$ cat src/design/lspm_pkg.sv
// Package of constants and types for the LCD scan and power mode controller.
package lspm_pkg;

    // ****************************************
    // Clock and timing
    // ****************************************
    localparam int CLK_HZ = 25000000; // System clock rate in hertz.
    localparam int POR_WAIT_MS = 5; // Supply settle wait, low end of 5..10 ms.
    // Cycles per millisecond round down to whole cycles.
    localparam int POR_WAIT_CYC = (POR_WAIT_MS * (CLK_HZ / 1000));
    localparam int RESET_PROC_CYC = 16; // Length of the internal reset process.
    localparam int ROW_DIV_DEFAULT = 64; // Clocks per row period by default.

    // ****************************************
    // Scan geometry
    // ****************************************
    localparam int LINE_W = 7; // RAM line address width.
    localparam logic [7:0] MUX_64 = 8'h40; // Active rows, setting 0.
    localparam logic [7:0] MUX_80 = 8'h50; // Active rows, setting 1.
    localparam logic [7:0] MUX_102 = 8'h66; // Active rows, setting 2.
    localparam logic [7:0] MUX_128 = 8'h80; // Active rows, setting 3.

    // ****************************************
    // Reset values of control state
    // ****************************************
    localparam logic [1:0] MUX_RATE_RST = 2'h3; // Default mux setting.
    localparam logic [6:0] START_LINE_RST = 7'h00; // Default start line.
    localparam logic MIRROR_RST = 1'b0; // Default row mirror.
    localparam logic [2:0] DRV_EN_RST = 3'h0; // Default driver enable.
    localparam logic [2:0] DRV_ALL_OFF = 3'h0; // Driver field for sleep.
    localparam logic [2:0] DRV_ALL_ON = 3'h7; // Driver field for normal.

    // Operating mode codes, Gray order reset, sleep, normal.
    typedef enum logic [1:0] {
        LSPM_MODE_RESET = 2'b00,
        LSPM_MODE_SLEEP = 2'b10,
        LSPM_MODE_NORMAL = 2'b11
    } lspm_mode_e;

    // Active row count for a mux setting.
    function automatic logic [7:0] lspm_mux_rows(input logic [1:0] sel);
        logic [7:0] r;
        r = MUX_128;
        case (sel)
            2'h0: r = MUX_64;
            2'h1: r = MUX_80;
            2'h2: r = MUX_102;
            default: r = MUX_128;
        endcase
        return r;
    endfunction

endpackage

$ cat src/design/lspm_line_gen.sv
// Row scan counter and RAM line address generator.
module lspm_line_gen
    import lspm_pkg::*;
(
    input wire logic clock, // System clock.
    input wire logic rst, // Synchronous reset, active high.
    input wire logic run, // Scan runs only while high.
    input wire logic row_tick, // One-cycle pulse, one per row period.
    input wire logic [1:0] mux_rate_setting, // Mux rate select.
    input wire logic [6:0] scan_start_line, // Start line.
    input wire logic row_mirror, // Row mirror enable.
    output logic [7:0] row_index, // Physical row being scanned, zero based.
    output logic [6:0] ram_line, // RAM line for this row.
    output logic field_start // High during the first row of a field.
);
    logic [7:0] rows;
    logic [7:0] last_row;
    logic [6:0] first_line;

    // First line of a field follows the current settings.
    always_comb begin
        rows = lspm_mux_rows(mux_rate_setting);
        last_row = rows - 8'h01;
        if (row_mirror) begin
            first_line = scan_start_line + last_row[6:0];
        end else begin
            first_line = scan_start_line;
        end
    end

    // The physical order never depends on start line or mirror.
    always_ff @(posedge clock) begin
        if (rst || !run) begin
            row_index <= 8'h00;
        end else if (row_tick) begin
            if (row_index >= last_row) begin
                row_index <= 8'h00;
            end else begin
                row_index <= row_index + 8'h01;
            end
        end
    end

    // Line address steps once per row and reloads at each field start.
    always_ff @(posedge clock) begin
        if (rst || !run) begin
            ram_line <= first_line;
        end else if (row_tick) begin
            if (row_index >= last_row) begin
                ram_line <= first_line;
            end else if (row_mirror) begin
                ram_line <= ram_line - 7'h01;
            end else begin
                ram_line <= ram_line + 7'h01;
            end
        end
    end

    assign field_start = (row_index == 8'h00);
endmodule

$ cat src/design/lspm_ctrl.sv
// Top of the LCD scan and power mode controller.
// ****************************************
// Mode control, reset sequencing and scan wiring
// ****************************************

// Notes on behaviour
// - Rows scan at frame rate times mux
// - Field runs first row to last active
// - Physical row order never changes
// - Start line maps first row to slice
// - Unmirrored lines count up modulo 128
// - Mirrored first line is start plus mux-1
// - Mirrored lines count down modulo 128
// - Mirror changes mapping only, not RAM
// - Power-on waits then triggers reset
// - Reset command or pin also resets
// - Reset mode, status and busy held
// - During reset only status read accepted
// - Reset restores control defaults
// - Mode codes 00, 10, 11
// - Clock, drivers, pump only in normal
// - Driver field selects sleep or normal
// - Only reset drains the capacitors
// - Drivers idle until supplies ready
module lspm_ctrl
    import lspm_pkg::*;
#(
    parameter int POR_CYCLES = POR_WAIT_CYC // Power-on wait in clocks.
)
(
    input wire logic clock, // System clock, 25 MHz.
    input wire logic rst, // Power-on reset, synchronous, active high.
    input wire logic reset_pin_n, // External reset pin, active low.
    input wire logic cmd_valid, // One-cycle command strobe.
    input wire logic cmd_is_status_read, // Command is a status read.
    input wire logic cmd_sys_reset, // Command is a system reset.
    input wire logic cmd_set_mux, // Command sets the mux rate.
    input wire logic cmd_set_start, // Command sets the start line.
    input wire logic cmd_set_map, // Command sets the mapping bits.
    input wire logic cmd_set_enable, // Command sets the driver field.
    input wire logic [7:0] cmd_arg, // Command argument.
    input wire logic [7:0] row_div, // Clocks per row period minus one.
    input wire logic supplies_ready, // Panel supply and bias are ready.
    output logic status_valid, // Status read answered.
    output logic [3:0] status_data, // Reset, busy and mode bits.
    output logic reset_in_progress_flag, // Reset process under way.
    output logic busy_flag, // Device busy.
    output lspm_mode_e operating_mode_field, // Operating mode.
    output logic [1:0] mux_rate_setting, // Current mux setting.
    output logic [6:0] scan_start_line, // Current start line.
    output logic row_mirror, // Current row mirror.
    output logic [2:0] driver_enable_field, // Current driver field.
    output logic display_clk_en, // Display clock gate.
    output logic drivers_active, // Row and column drivers active.
    output logic pump_en, // Charge pump enable.
    output logic drain_en, // Draining circuit enable.
    output logic row_tick, // Row period pulse.
    output logic [7:0] row_index, // Physical row being scanned.
    output logic [6:0] ram_line, // RAM line to read.
    output logic field_start // First row of a field.
);
    // ****************************************
    // Declarations
    // ****************************************
    // One clock drives every register below.
    logic pin_meta_reg; // First synchroniser stage of the pin.
    logic pin_sync_reg; // Second stage, safe to read.
    logic [31:0] por_cnt_reg; // Power-on wait counter.
    logic por_done_reg; // Power-on wait has ended.
    logic [7:0] rp_cnt_reg; // Reset process counter.
    logic sys_reset_reg; // Reset process running.
    logic start_reset; // Request to start a reset.
    logic cmd_take; // Command accepted.
    logic [7:0] div_cnt_reg; // Row divider.
    logic ready_reg; // Supplies confirmed since leaving idle.

    // The reset pin is asynchronous, so it passes two flops first.
    always_ff @(posedge clock) begin
        if (rst) begin
            pin_meta_reg <= 1'b1;
            pin_sync_reg <= 1'b1;
        end else begin
            pin_meta_reg <= reset_pin_n;
            pin_sync_reg <= pin_meta_reg;
        end
    end

    // ****************************************
    // Reset sources
    // ****************************************

    // Power-on waits for the supply before starting a system reset.
    // The counter stops once done, so it never wraps.
    always_ff @(posedge clock) begin
        if (rst) begin
            por_cnt_reg <= 32'h0;
            por_done_reg <= 1'b0;
        end else if (!por_done_reg) begin
            if (por_cnt_reg >= 32'(POR_CYCLES - 1)) begin
                por_done_reg <= 1'b1;
            end else begin
                por_cnt_reg <= por_cnt_reg + 32'h1;
            end
        end
    end

    // Commands are dropped silently while reset runs; status reads pass.
    assign cmd_take = cmd_valid && (!sys_reset_reg || cmd_is_status_read);

    // Pin, command or the end of the power-on wait start a reset.
    // The power-on term is true for one cycle only.
    assign start_reset = (por_cnt_reg >= 32'(POR_CYCLES - 1) && !por_done_reg)
        || !pin_sync_reg || (cmd_take && cmd_sys_reset);

    // The reset process runs a fixed time after its last trigger; a pin
    // held low keeps it restarting, so the device stays in reset.
    always_ff @(posedge clock) begin
        if (rst) begin
            sys_reset_reg <= 1'b1;
            rp_cnt_reg <= 8'h0;
        end else if (start_reset) begin
            sys_reset_reg <= 1'b1;
            rp_cnt_reg <= 8'h0;
        end else if (sys_reset_reg && por_done_reg) begin
            if (rp_cnt_reg >= 8'(RESET_PROC_CYC - 1)) begin
                sys_reset_reg <= 1'b0;
            end else begin
                rp_cnt_reg <= rp_cnt_reg + 8'h1;
            end
        end
    end

    // Both status bits follow the reset process.
    assign reset_in_progress_flag = sys_reset_reg;
    assign busy_flag = sys_reset_reg;

    // ****************************************
    // Control registers
    // ****************************************

    // Every setting returns to default while reset runs.
    // The request edge clears them too, so the defaults
    // show on the cycle after it.
    always_ff @(posedge clock) begin
        if (rst || sys_reset_reg || start_reset) begin
            mux_rate_setting <= MUX_RATE_RST;
            scan_start_line <= START_LINE_RST;
            row_mirror <= MIRROR_RST;
        end else if (cmd_take) begin
            if (cmd_set_mux) begin
                mux_rate_setting <= cmd_arg[1:0];
            end
            if (cmd_set_start) begin
                scan_start_line <= cmd_arg[6:0];
            end
            if (cmd_set_map) begin
                // Only the read mapping moves; RAM is not touched.
                row_mirror <= cmd_arg[3];
            end
        end
    end

    // The driver field steers the mode: all off sleeps, all on runs.
    // A reset request beats an enable command taken
    // in the same cycle.
    always_ff @(posedge clock) begin
        if (rst || sys_reset_reg || start_reset) begin
            driver_enable_field <= DRV_EN_RST;
            operating_mode_field <= LSPM_MODE_RESET;
        end else if (cmd_take && cmd_set_enable) begin
            driver_enable_field <= cmd_arg[4:2];
            if (cmd_arg[4:2] == DRV_ALL_OFF) begin
                operating_mode_field <= LSPM_MODE_SLEEP;
            end else if (cmd_arg[4:2] == DRV_ALL_ON) begin
                operating_mode_field <= LSPM_MODE_NORMAL;
            end else if (operating_mode_field == LSPM_MODE_RESET) begin
                // A partial field leaves reset for sleep, keeping the
                // draining circuit off once software has taken over.
                operating_mode_field <= LSPM_MODE_SLEEP;
            end
        end
    end

    // ****************************************
    // Power and driver gating
    // ****************************************

    // Readiness is rechecked each time the device enters normal mode.
    // A supply dip in normal mode is not seen; only
    // leaving normal mode rearms the check.
    always_ff @(posedge clock) begin
        if (rst || operating_mode_field != LSPM_MODE_NORMAL) begin
            ready_reg <= 1'b0;
        end else if (supplies_ready) begin
            ready_reg <= 1'b1;
        end
    end

    // The enables follow the mode table directly.
    always_comb begin
        display_clk_en = (operating_mode_field == LSPM_MODE_NORMAL);
        pump_en = (operating_mode_field == LSPM_MODE_NORMAL);
        // Sleep keeps the capacitors charged; only reset drains.
        drain_en = (operating_mode_field == LSPM_MODE_RESET);
        drivers_active = display_clk_en && ready_reg;
    end

    // ****************************************
    // Status answer
    // ****************************************

    // Status reads are answered one cycle after being taken.
    // The word is captured at the take edge, before
    // a reset starting then can show in it.
    always_ff @(posedge clock) begin
        if (rst) begin
            status_valid <= 1'b0;
            status_data <= 4'h0;
        end else begin
            status_valid <= cmd_take && cmd_is_status_read;
            status_data <= {sys_reset_reg, sys_reset_reg,
                operating_mode_field};
        end
    end

    // ****************************************
    // Row timing and line generator
    // ****************************************

    // The row divider only runs with the display clock.
    // A row_div of zero ticks on every clock.
    always_ff @(posedge clock) begin
        if (rst || !display_clk_en) begin
            div_cnt_reg <= 8'h0;
            row_tick <= 1'b0;
        end else if (div_cnt_reg >= row_div) begin
            div_cnt_reg <= 8'h0;
            row_tick <= 1'b1;
        end else begin
            div_cnt_reg <= div_cnt_reg + 8'h1;
            row_tick <= 1'b0;
        end
    end

    // The scan restarts from row zero whenever the
    // drivers drop, since run falls with them.
    lspm_line_gen u_line (
        .clock(clock),
        .rst(rst),
        .run(drivers_active),
        .row_tick(row_tick),
        .mux_rate_setting(mux_rate_setting),
        .scan_start_line(scan_start_line),
        .row_mirror(row_mirror),
        .row_index(row_index),
        .ram_line(ram_line),
        .field_start(field_start)
    );
endmodule

$ cat config.mk
export PLATFORM = sky130hd
export DESIGN_NAME = lspm_ctrl
export DESIGN_NICKNAME = d
export VERILOG_FILES = /design/src/design/lspm_pkg.sv /design/src/design/lspm_line_gen.sv /design/src/design/lspm_ctrl.sv
export SDC_FILE = /design/constraint.sdc
export NUM_CORES = 1
export LEC_CHECK = 0
export BUFFER_PORTS_ARGS = -buffer_cell sky130_fd_sc_hd__buf_4
export CAP_MARGIN = 10
export CELL_PAD_IN_SITES_DETAIL_PLACEMENT = 1
export CELL_PAD_IN_SITES_GLOBAL_PLACEMENT = 2
export CORE_MARGIN = 2
export CORE_UTILIZATION = 34
export DETAILED_ROUTE_END_ITERATION = 10
export PLACE_DENSITY = 0.74
export SKIP_LAST_GASP = 1
export SLEW_MARGIN = 20
export SYNTH_ARGS = -nofsm -noshare
export SYNTH_HDL_FRONTEND = slang
export SYNTH_SLANG_ARGS = --single-unit
$ cat constraint.sdc
create_clock -name clock -period 3.3 [get_ports clock]
set_clock_uncertainty 0.1 [all_clocks]
set_input_delay 0.66 -clock clock [delete_from_list [all_inputs] [get_ports clock]]
set_output_delay 0.66 -clock clock [all_outputs]
set_load 0.05 [all_outputs]
Yosys cells after proc, flatten, opt, wreduce, memory -nomap -nowiden:

Cells that the tools add are included.
W data, S select, Z words.

* add/sub/neg operators: 8
* magnitude comparators: 4
* equality and inequality tests: 5
* muxes and demuxes: 13
* bitwise operators: 3
* reductions and logical operators: 35

Operators with widths (count)
* $mux W7: 5
* $add A32 B1 Y32 const B: 1
* $ge A32 B17 Y1 const B: 1
* $add A8 B1 Y8 const B: 3
* $pmux W8 S3: 1
* $ge A8 B8 Y1: 2
* $reduce_and A2 Y1: 7
* $ge A8 B4 Y1 const B: 1
* $logic_not A8 Y1: 1
* $logic_or A1 B1 Y1: 8
* $mux W8: 1
* $sub A8 B1 Y8 const B: 1
* $add A7 B1 Y7 const B: 1
* $add A7 B7 Y7: 1
* $logic_and A1 B1 Y1: 7
* $sub A7 B1 Y7 const B: 1
* $mux W2: 3
* $logic_not A1 Y1: 5
* $eq A2 B2 Y1 const B: 2
* $logic_not A2 Y1: 2
* $reduce_or A2 Y1: 2
* $eq A3 B3 Y1 const B: 1
* $logic_not A3 Y1: 1
* $mux W1: 3
* 5 further kinds: 7

* register bits after elaboration: 88
* bits of input ports: 27
* output and inout port bits: 43
* word-level logic and storage cells: 86

Longest topological paths before layout:

* depth in word-level cells: 8
* mapped depth: 10
* depth with buffers taken out: 10

Cells and area by module:

Synthesis repeated with hierarchy kept, for this count alone.

* cell total of the unflattened synthesis: 495
* area total of the unflattened synthesis: 4454.3 um^2

Modules (own cells, without submodules)
* lspm_ctrl: times used 1, cells each 339, area each 3072.9 um^2
* lspm_line_gen: times used 1, cells each 156, area each 1381.3 um^2

Worst setup path before layout:

Ideal clock, no wire load.

* kind: flip-flop to output port
* start: register u_line.row_index[0]
* end: output port field_start
* arrival: 2.847 ns
* data required time: 2.540 ns
* slack: -0.307 ns
* stages on the path, launching flop included: 5
* path through: dfxtp_1 > inv_1 > ha_1 > or4b_2 > nor4_1

* longest elaborated chain between the ends: 1

RTL lines
* start, declared: line lspm_line_gen.sv:12 `output logic [7:0] row_index,`
* start signal, assigned: line lspm_line_gen.sv:39 `row_index <= row_index + 8'h01;`
* $logic_not A8 Y1: line lspm_line_gen.sv:59 `assign field_start = (row_index == 8'h00);`
* end, declared: line lspm_ctrl.sv:60 `output logic field_start`

No other way between the ends.

Worst setup path after layout:

* start: register mux_rate_setting[0]
* end: register u_line.ram_line[4] (data pin)

* longest elaborated chain between the ends: 8
* elaborated cells on any way between the ends: 11
* classes of those cells: add/sub: 2; order compare: 1; eq/ne: 2; mux: 5; reduce/logical: 1

RTL lines
* start, declared: line lspm_ctrl.sv:49 `output logic [1:0] mux_rate_setting,`
* start signal, assigned: line lspm_ctrl.sv:151 `mux_rate_setting <= cmd_arg[1:0];`
* $eq A2 B2 Y1 (tied with other cells): line lspm_pkg.sv:44 `case (sel)`
* $pmux W8 S3 (*): line lspm_pkg.sv:44
* $sub A8 B1 Y8 (*): line lspm_line_gen.sv:23 `last_row = rows - 8'h01;`
* $add A7 B7 Y7: line lspm_line_gen.sv:25 `first_line = scan_start_line + last_row[6:0];`
* $mux W7: line lspm_line_gen.sv:24 `if (row_mirror) begin`
* $mux W7: line lspm_line_gen.sv:49 `if (row_index >= last_row) begin`
* $mux W7: line lspm_line_gen.sv:48 `end else if (row_tick) begin`
* $mux W7 (*): line lspm_line_gen.sv:46 `if (rst || !run) begin`
* end signal, assigned: line lspm_line_gen.sv:47 `ram_line <= first_line;`
* end signal, assigned: line lspm_line_gen.sv:50 `ram_line <= first_line;`
* end signal, assigned: line lspm_line_gen.sv:52 `ram_line <= ram_line - 7'h01;`
* end, declared: line lspm_line_gen.sv:13 `output logic [6:0] ram_line,`

Mark *: on every way between the ends. The rest lies on a longest branch, timed or not. The select of a mux whose other input is x is not followed.
A chain may end at the register's enable or synchronous reset.

==> flow_summary.yaml <==
outcome:
  run_status: "finished, final reports clean"
synthesis:
  synth_top_family_by_area: "simple AND/OR/NAND/NOR gates"
  synth_top_area_share: 0.370
  synth.area.top_cells: "dfxtp_1, ha_1, edfxtp_1, nor2_1, xnor2_1"
  synth.avg_cell_area_sq_um: 9.07
  synth_compound_area_frac: 0.123
  yosysSeqAreaShare: 0.418
  yosys_warnings: 0
  synth_area_sq_mm: 0.00438
  muxShareOfSynthArea: 0.0140
  ys_types: 54
  synth_nets: 545
  synth_simple_gate_area_frac: 0.222
  netlist_instances: 483
  ys_seq_elements: 88
  yosysTopAreaCell: "dfxtp_1"
  synthAdderAreaFrac: 0.103
  synthXorXnorAreaFrac: 0.0720
clock_network:
  cts_tree: "yes"
  cts_buffers: 9
  clk_pin_slew_worst_paths_ps: 60
  clock_latency_ps: 340
  cts_hold_buf: 0
  root_buffer: "clkbuf_16"
  h-tree-depth: 3
  cts_setup_buffers: 0
  ctsResizeCount: 0
  numClockSinks: 88
  clockBufferDepth: 2
sta:
  period_needed_ps: 2870
  finalSetupTns_ps: 0
  rsz0062_at_grt: "false"
  fmax_mhz: 349
  worst_slack_ps: 435
  finalHoldViolCount: 0
  worstMarginPinSlew_ps: 834
  fin_crit_sh: 0.868
  setup_violations: 0
  slew_headroom: 0.444
  slew_viol_final: 0
place:
  place_inst: 710
  place_area_sq_mm: 0.00504
  routabilityCongestion: 0.750
  post-place-ws_ps: 452
  hpwl_um: 8040
  port_buffers: 68
critical_path:
  cpMaxStageDelayCell: "a41oi_1"
  cp_max_fo: 7
  critical_path.top_delay_family: "compound AO/OA/AOI/OAI gates"
  start_kind: "register"
  critPathMostFrequentCell: "ha_1"
  critPathCaptureType: "register"
  crit_required_ps: 3270
  path_class: "register to register"
  crit_chain: "inv_1 > ha_1 > ha_1 > a21o_1 > a211o_1 > a41oi_1 > o21ai_0 > a21boi_0"
  path_buf_inv: 1
  arrival_ps: 2830
  slowest_delay_ps: 560
min_path:
  holdCritPathClass: "register to register"
global_route:
  grt_pass1_vias: 3712
  grt_max_degree: 41
  grt_first_pass_wirelength_um: 18000
  track_usage: 0.161
  antenna_found_initial: 0
  grt-ovfl-total: 0
floorplan:
  dieWidth_um: 118
  die_h_um: 118
  num_rows: 41
  design.core.area_sq_mm: 0.0126
  die_area_sq_mm: 0.0138
  start_util: 0.347
  io_pins: 70
detailed_routing:
  post-route-drc-count: 0
  drt-initial-drc-count: 96
  dr_total_vias: 3532
  dr.pass1.iters: 4
  ant_nets: 0
  wirelength_um: 10600
  post_drt_via_cell_ratio: 4.87
  avgRoutedWirePerCell_um: 14.6
power_and_ir_drop:
  p_seq_frac: 0.517
  p_clk_frac: 0.443
  p_leak_nw: 2.20
  pwr-share-comb: 0.040
  swShare: 0.214
  p_per_area_mw_per_mm2: 395
  p_int_w: 0.00165
  power.switching_w: 0.000450
  ir_drop_uv: 296
finish:
  fin_nets: 611
  antennaDiodeCount: 0
  instances_no_fill: 726
  largest_register_ffs: 32
  fin_util: 0.420
  fin_area_sq_mm: 0.00531
  drive_above_1_share: 0.191
  areaGrowthSynthToFinish_pct: 21.1
job:
  max_cap_viol_count: 0
-- stage by stage --
| step | hold WS [ps] | power [W] |
|---|---|---|
| after floorplan | 289 | 0.00115 |
| after global placement | 295 | 0.00119 |
| after detailed placement | 309 | 0.00119 |
| after CTS | 323 | 0.00214 |
| after global routing | 339 | 0.00219 |
| final | 315 | 0.00210 |
-- cells in the mapped netlist, drive strengths merged --
| library cell | count |
|---|---|
| a2111oi | 2 |
| o21ai | 15 |
| xor2 | 16 |
| mux2i | 5 |
| a31o | 2 |
| nor2 | 57 |
| ha | 33 |
| inv | 31 |
| or4b | 1 |
| a21o | 6 |
| a211o | 2 |
| a21boi | 2 |
| a31oi | 3 |
| dfxtp | 81 |
| nor4 | 8 |
| a211oi | 4 |
| edfxtp | 7 |
| and3 | 8 |
| xnor2 | 20 |
| and4 | 2 |
| or2 | 3 |
| clkbuf | 7 |
| nand4 | 7 |
| o211ai | 1 |
| o21a | 2 |
| nor2b | 21 |
| and2 | 2 |
| a41o | 1 |
| buf | 9 |
| o21bai | 3 |
| nor3 | 13 |
| nand3 | 26 |
| nand4b | 1 |
| or3 | 4 |
| nand2b | 7 |
| o31ai | 1 |
| mux2 | 1 |
| nor3b | 1 |
| a41oi | 1 |
| fa | 2 |
| a21oi | 31 |
| a221oi | 1 |
| nand2 | 33 |
-- area by class of cell --
cell class | count | area (sq um)
fill | 1515 | 7310
multi-input combinational | 348 | 2350
sequential | 88 | 1830
timing repair buffer | 71 | 533
clock buffer | 15 | 258
tap | 172 | 215
inverter | 31 | 116
clock inverter | 1 | 5.00
-- path summary, 6_finish.rpt --
path                       start                 end  slack [ps]  depth (start not counted)
min reg2reg         pin_meta_reg        pin_sync_reg         310                          1
max reg2reg  mux_rate_setting[0]  u_line.ram_line[4]         430                          8
max          mux_rate_setting[0]  u_line.ram_line[4]         430                          8
min                 pin_meta_reg        pin_sync_reg         310                          1
-- worst reg2reg max path: stages, from the launching register on --
cell and delay (ps):
dfxtp_1 420, inv_1 90, ha_1 240, ha_1 320
a21o_1 190, a211o_1 310, a41oi_1 560, o21ai_0 200
a21boi_0 160
-- cells by family after synthesis --
kind of cell             Yosys count
AND/OR/NAND/NOR                  194
AO/OA/AOI/OAI                     77
XOR/XNOR                          36
multiplexers                       6
buffers and inverters             47
flip-flops                        88
adder cells (fa/ha/maj)           35
-- routing by layer --
metal	part of all wire	track usage	wire [um]
met2	0.49	0.284	5220
met1	0.47	0.194	4960
met3	0.024	0.0286	259
met4	0.018	0.0655	192
met5	0	0	0
-- power by group through the flow --
stage	logic, W	clock network, W	registers [W]
6_report	0.0000840	0.000928	0.00109
5_1_grt	0.0000940	0.00101	0.00109
4_1_cts	0.0000860	0.000967	0.00109
3_5_place_dp	0.0000857	0	0.00111
3_3_place_gp	0.0000830	0	0.00111
2_1_floorplan	0.0000420	0	0.00111
-- layout by cell type (no fill, tap or decap), drive strengths merged, types with 3 or more instances in the layout --
| cell | n |
|---|---|
| dfxtp | 81 |
| and3 | 8 |
| xor2 | 16 |
| nor2 | 57 |
| edfxtp | 7 |
| o21ai | 15 |
| xnor2 | 20 |
| nand4 | 7 |
| or2 | 3 |
| or3 | 4 |
| nand2 | 33 |
| clkbuf | 15 |
| ha | 33 |
| nand3 | 26 |
| a31oi | 3 |
| mux2i | 5 |
| nor4 | 8 |
| nor3 | 13 |
| a21o | 6 |
| buf | 71 |
| o21bai | 3 |
| nor2b | 21 |
| a21oi | 31 |
| inv | 31 |
| nand2b | 7 |
| a211oi | 4 |
Note: power is estimated with default switching activity, not from simulation.
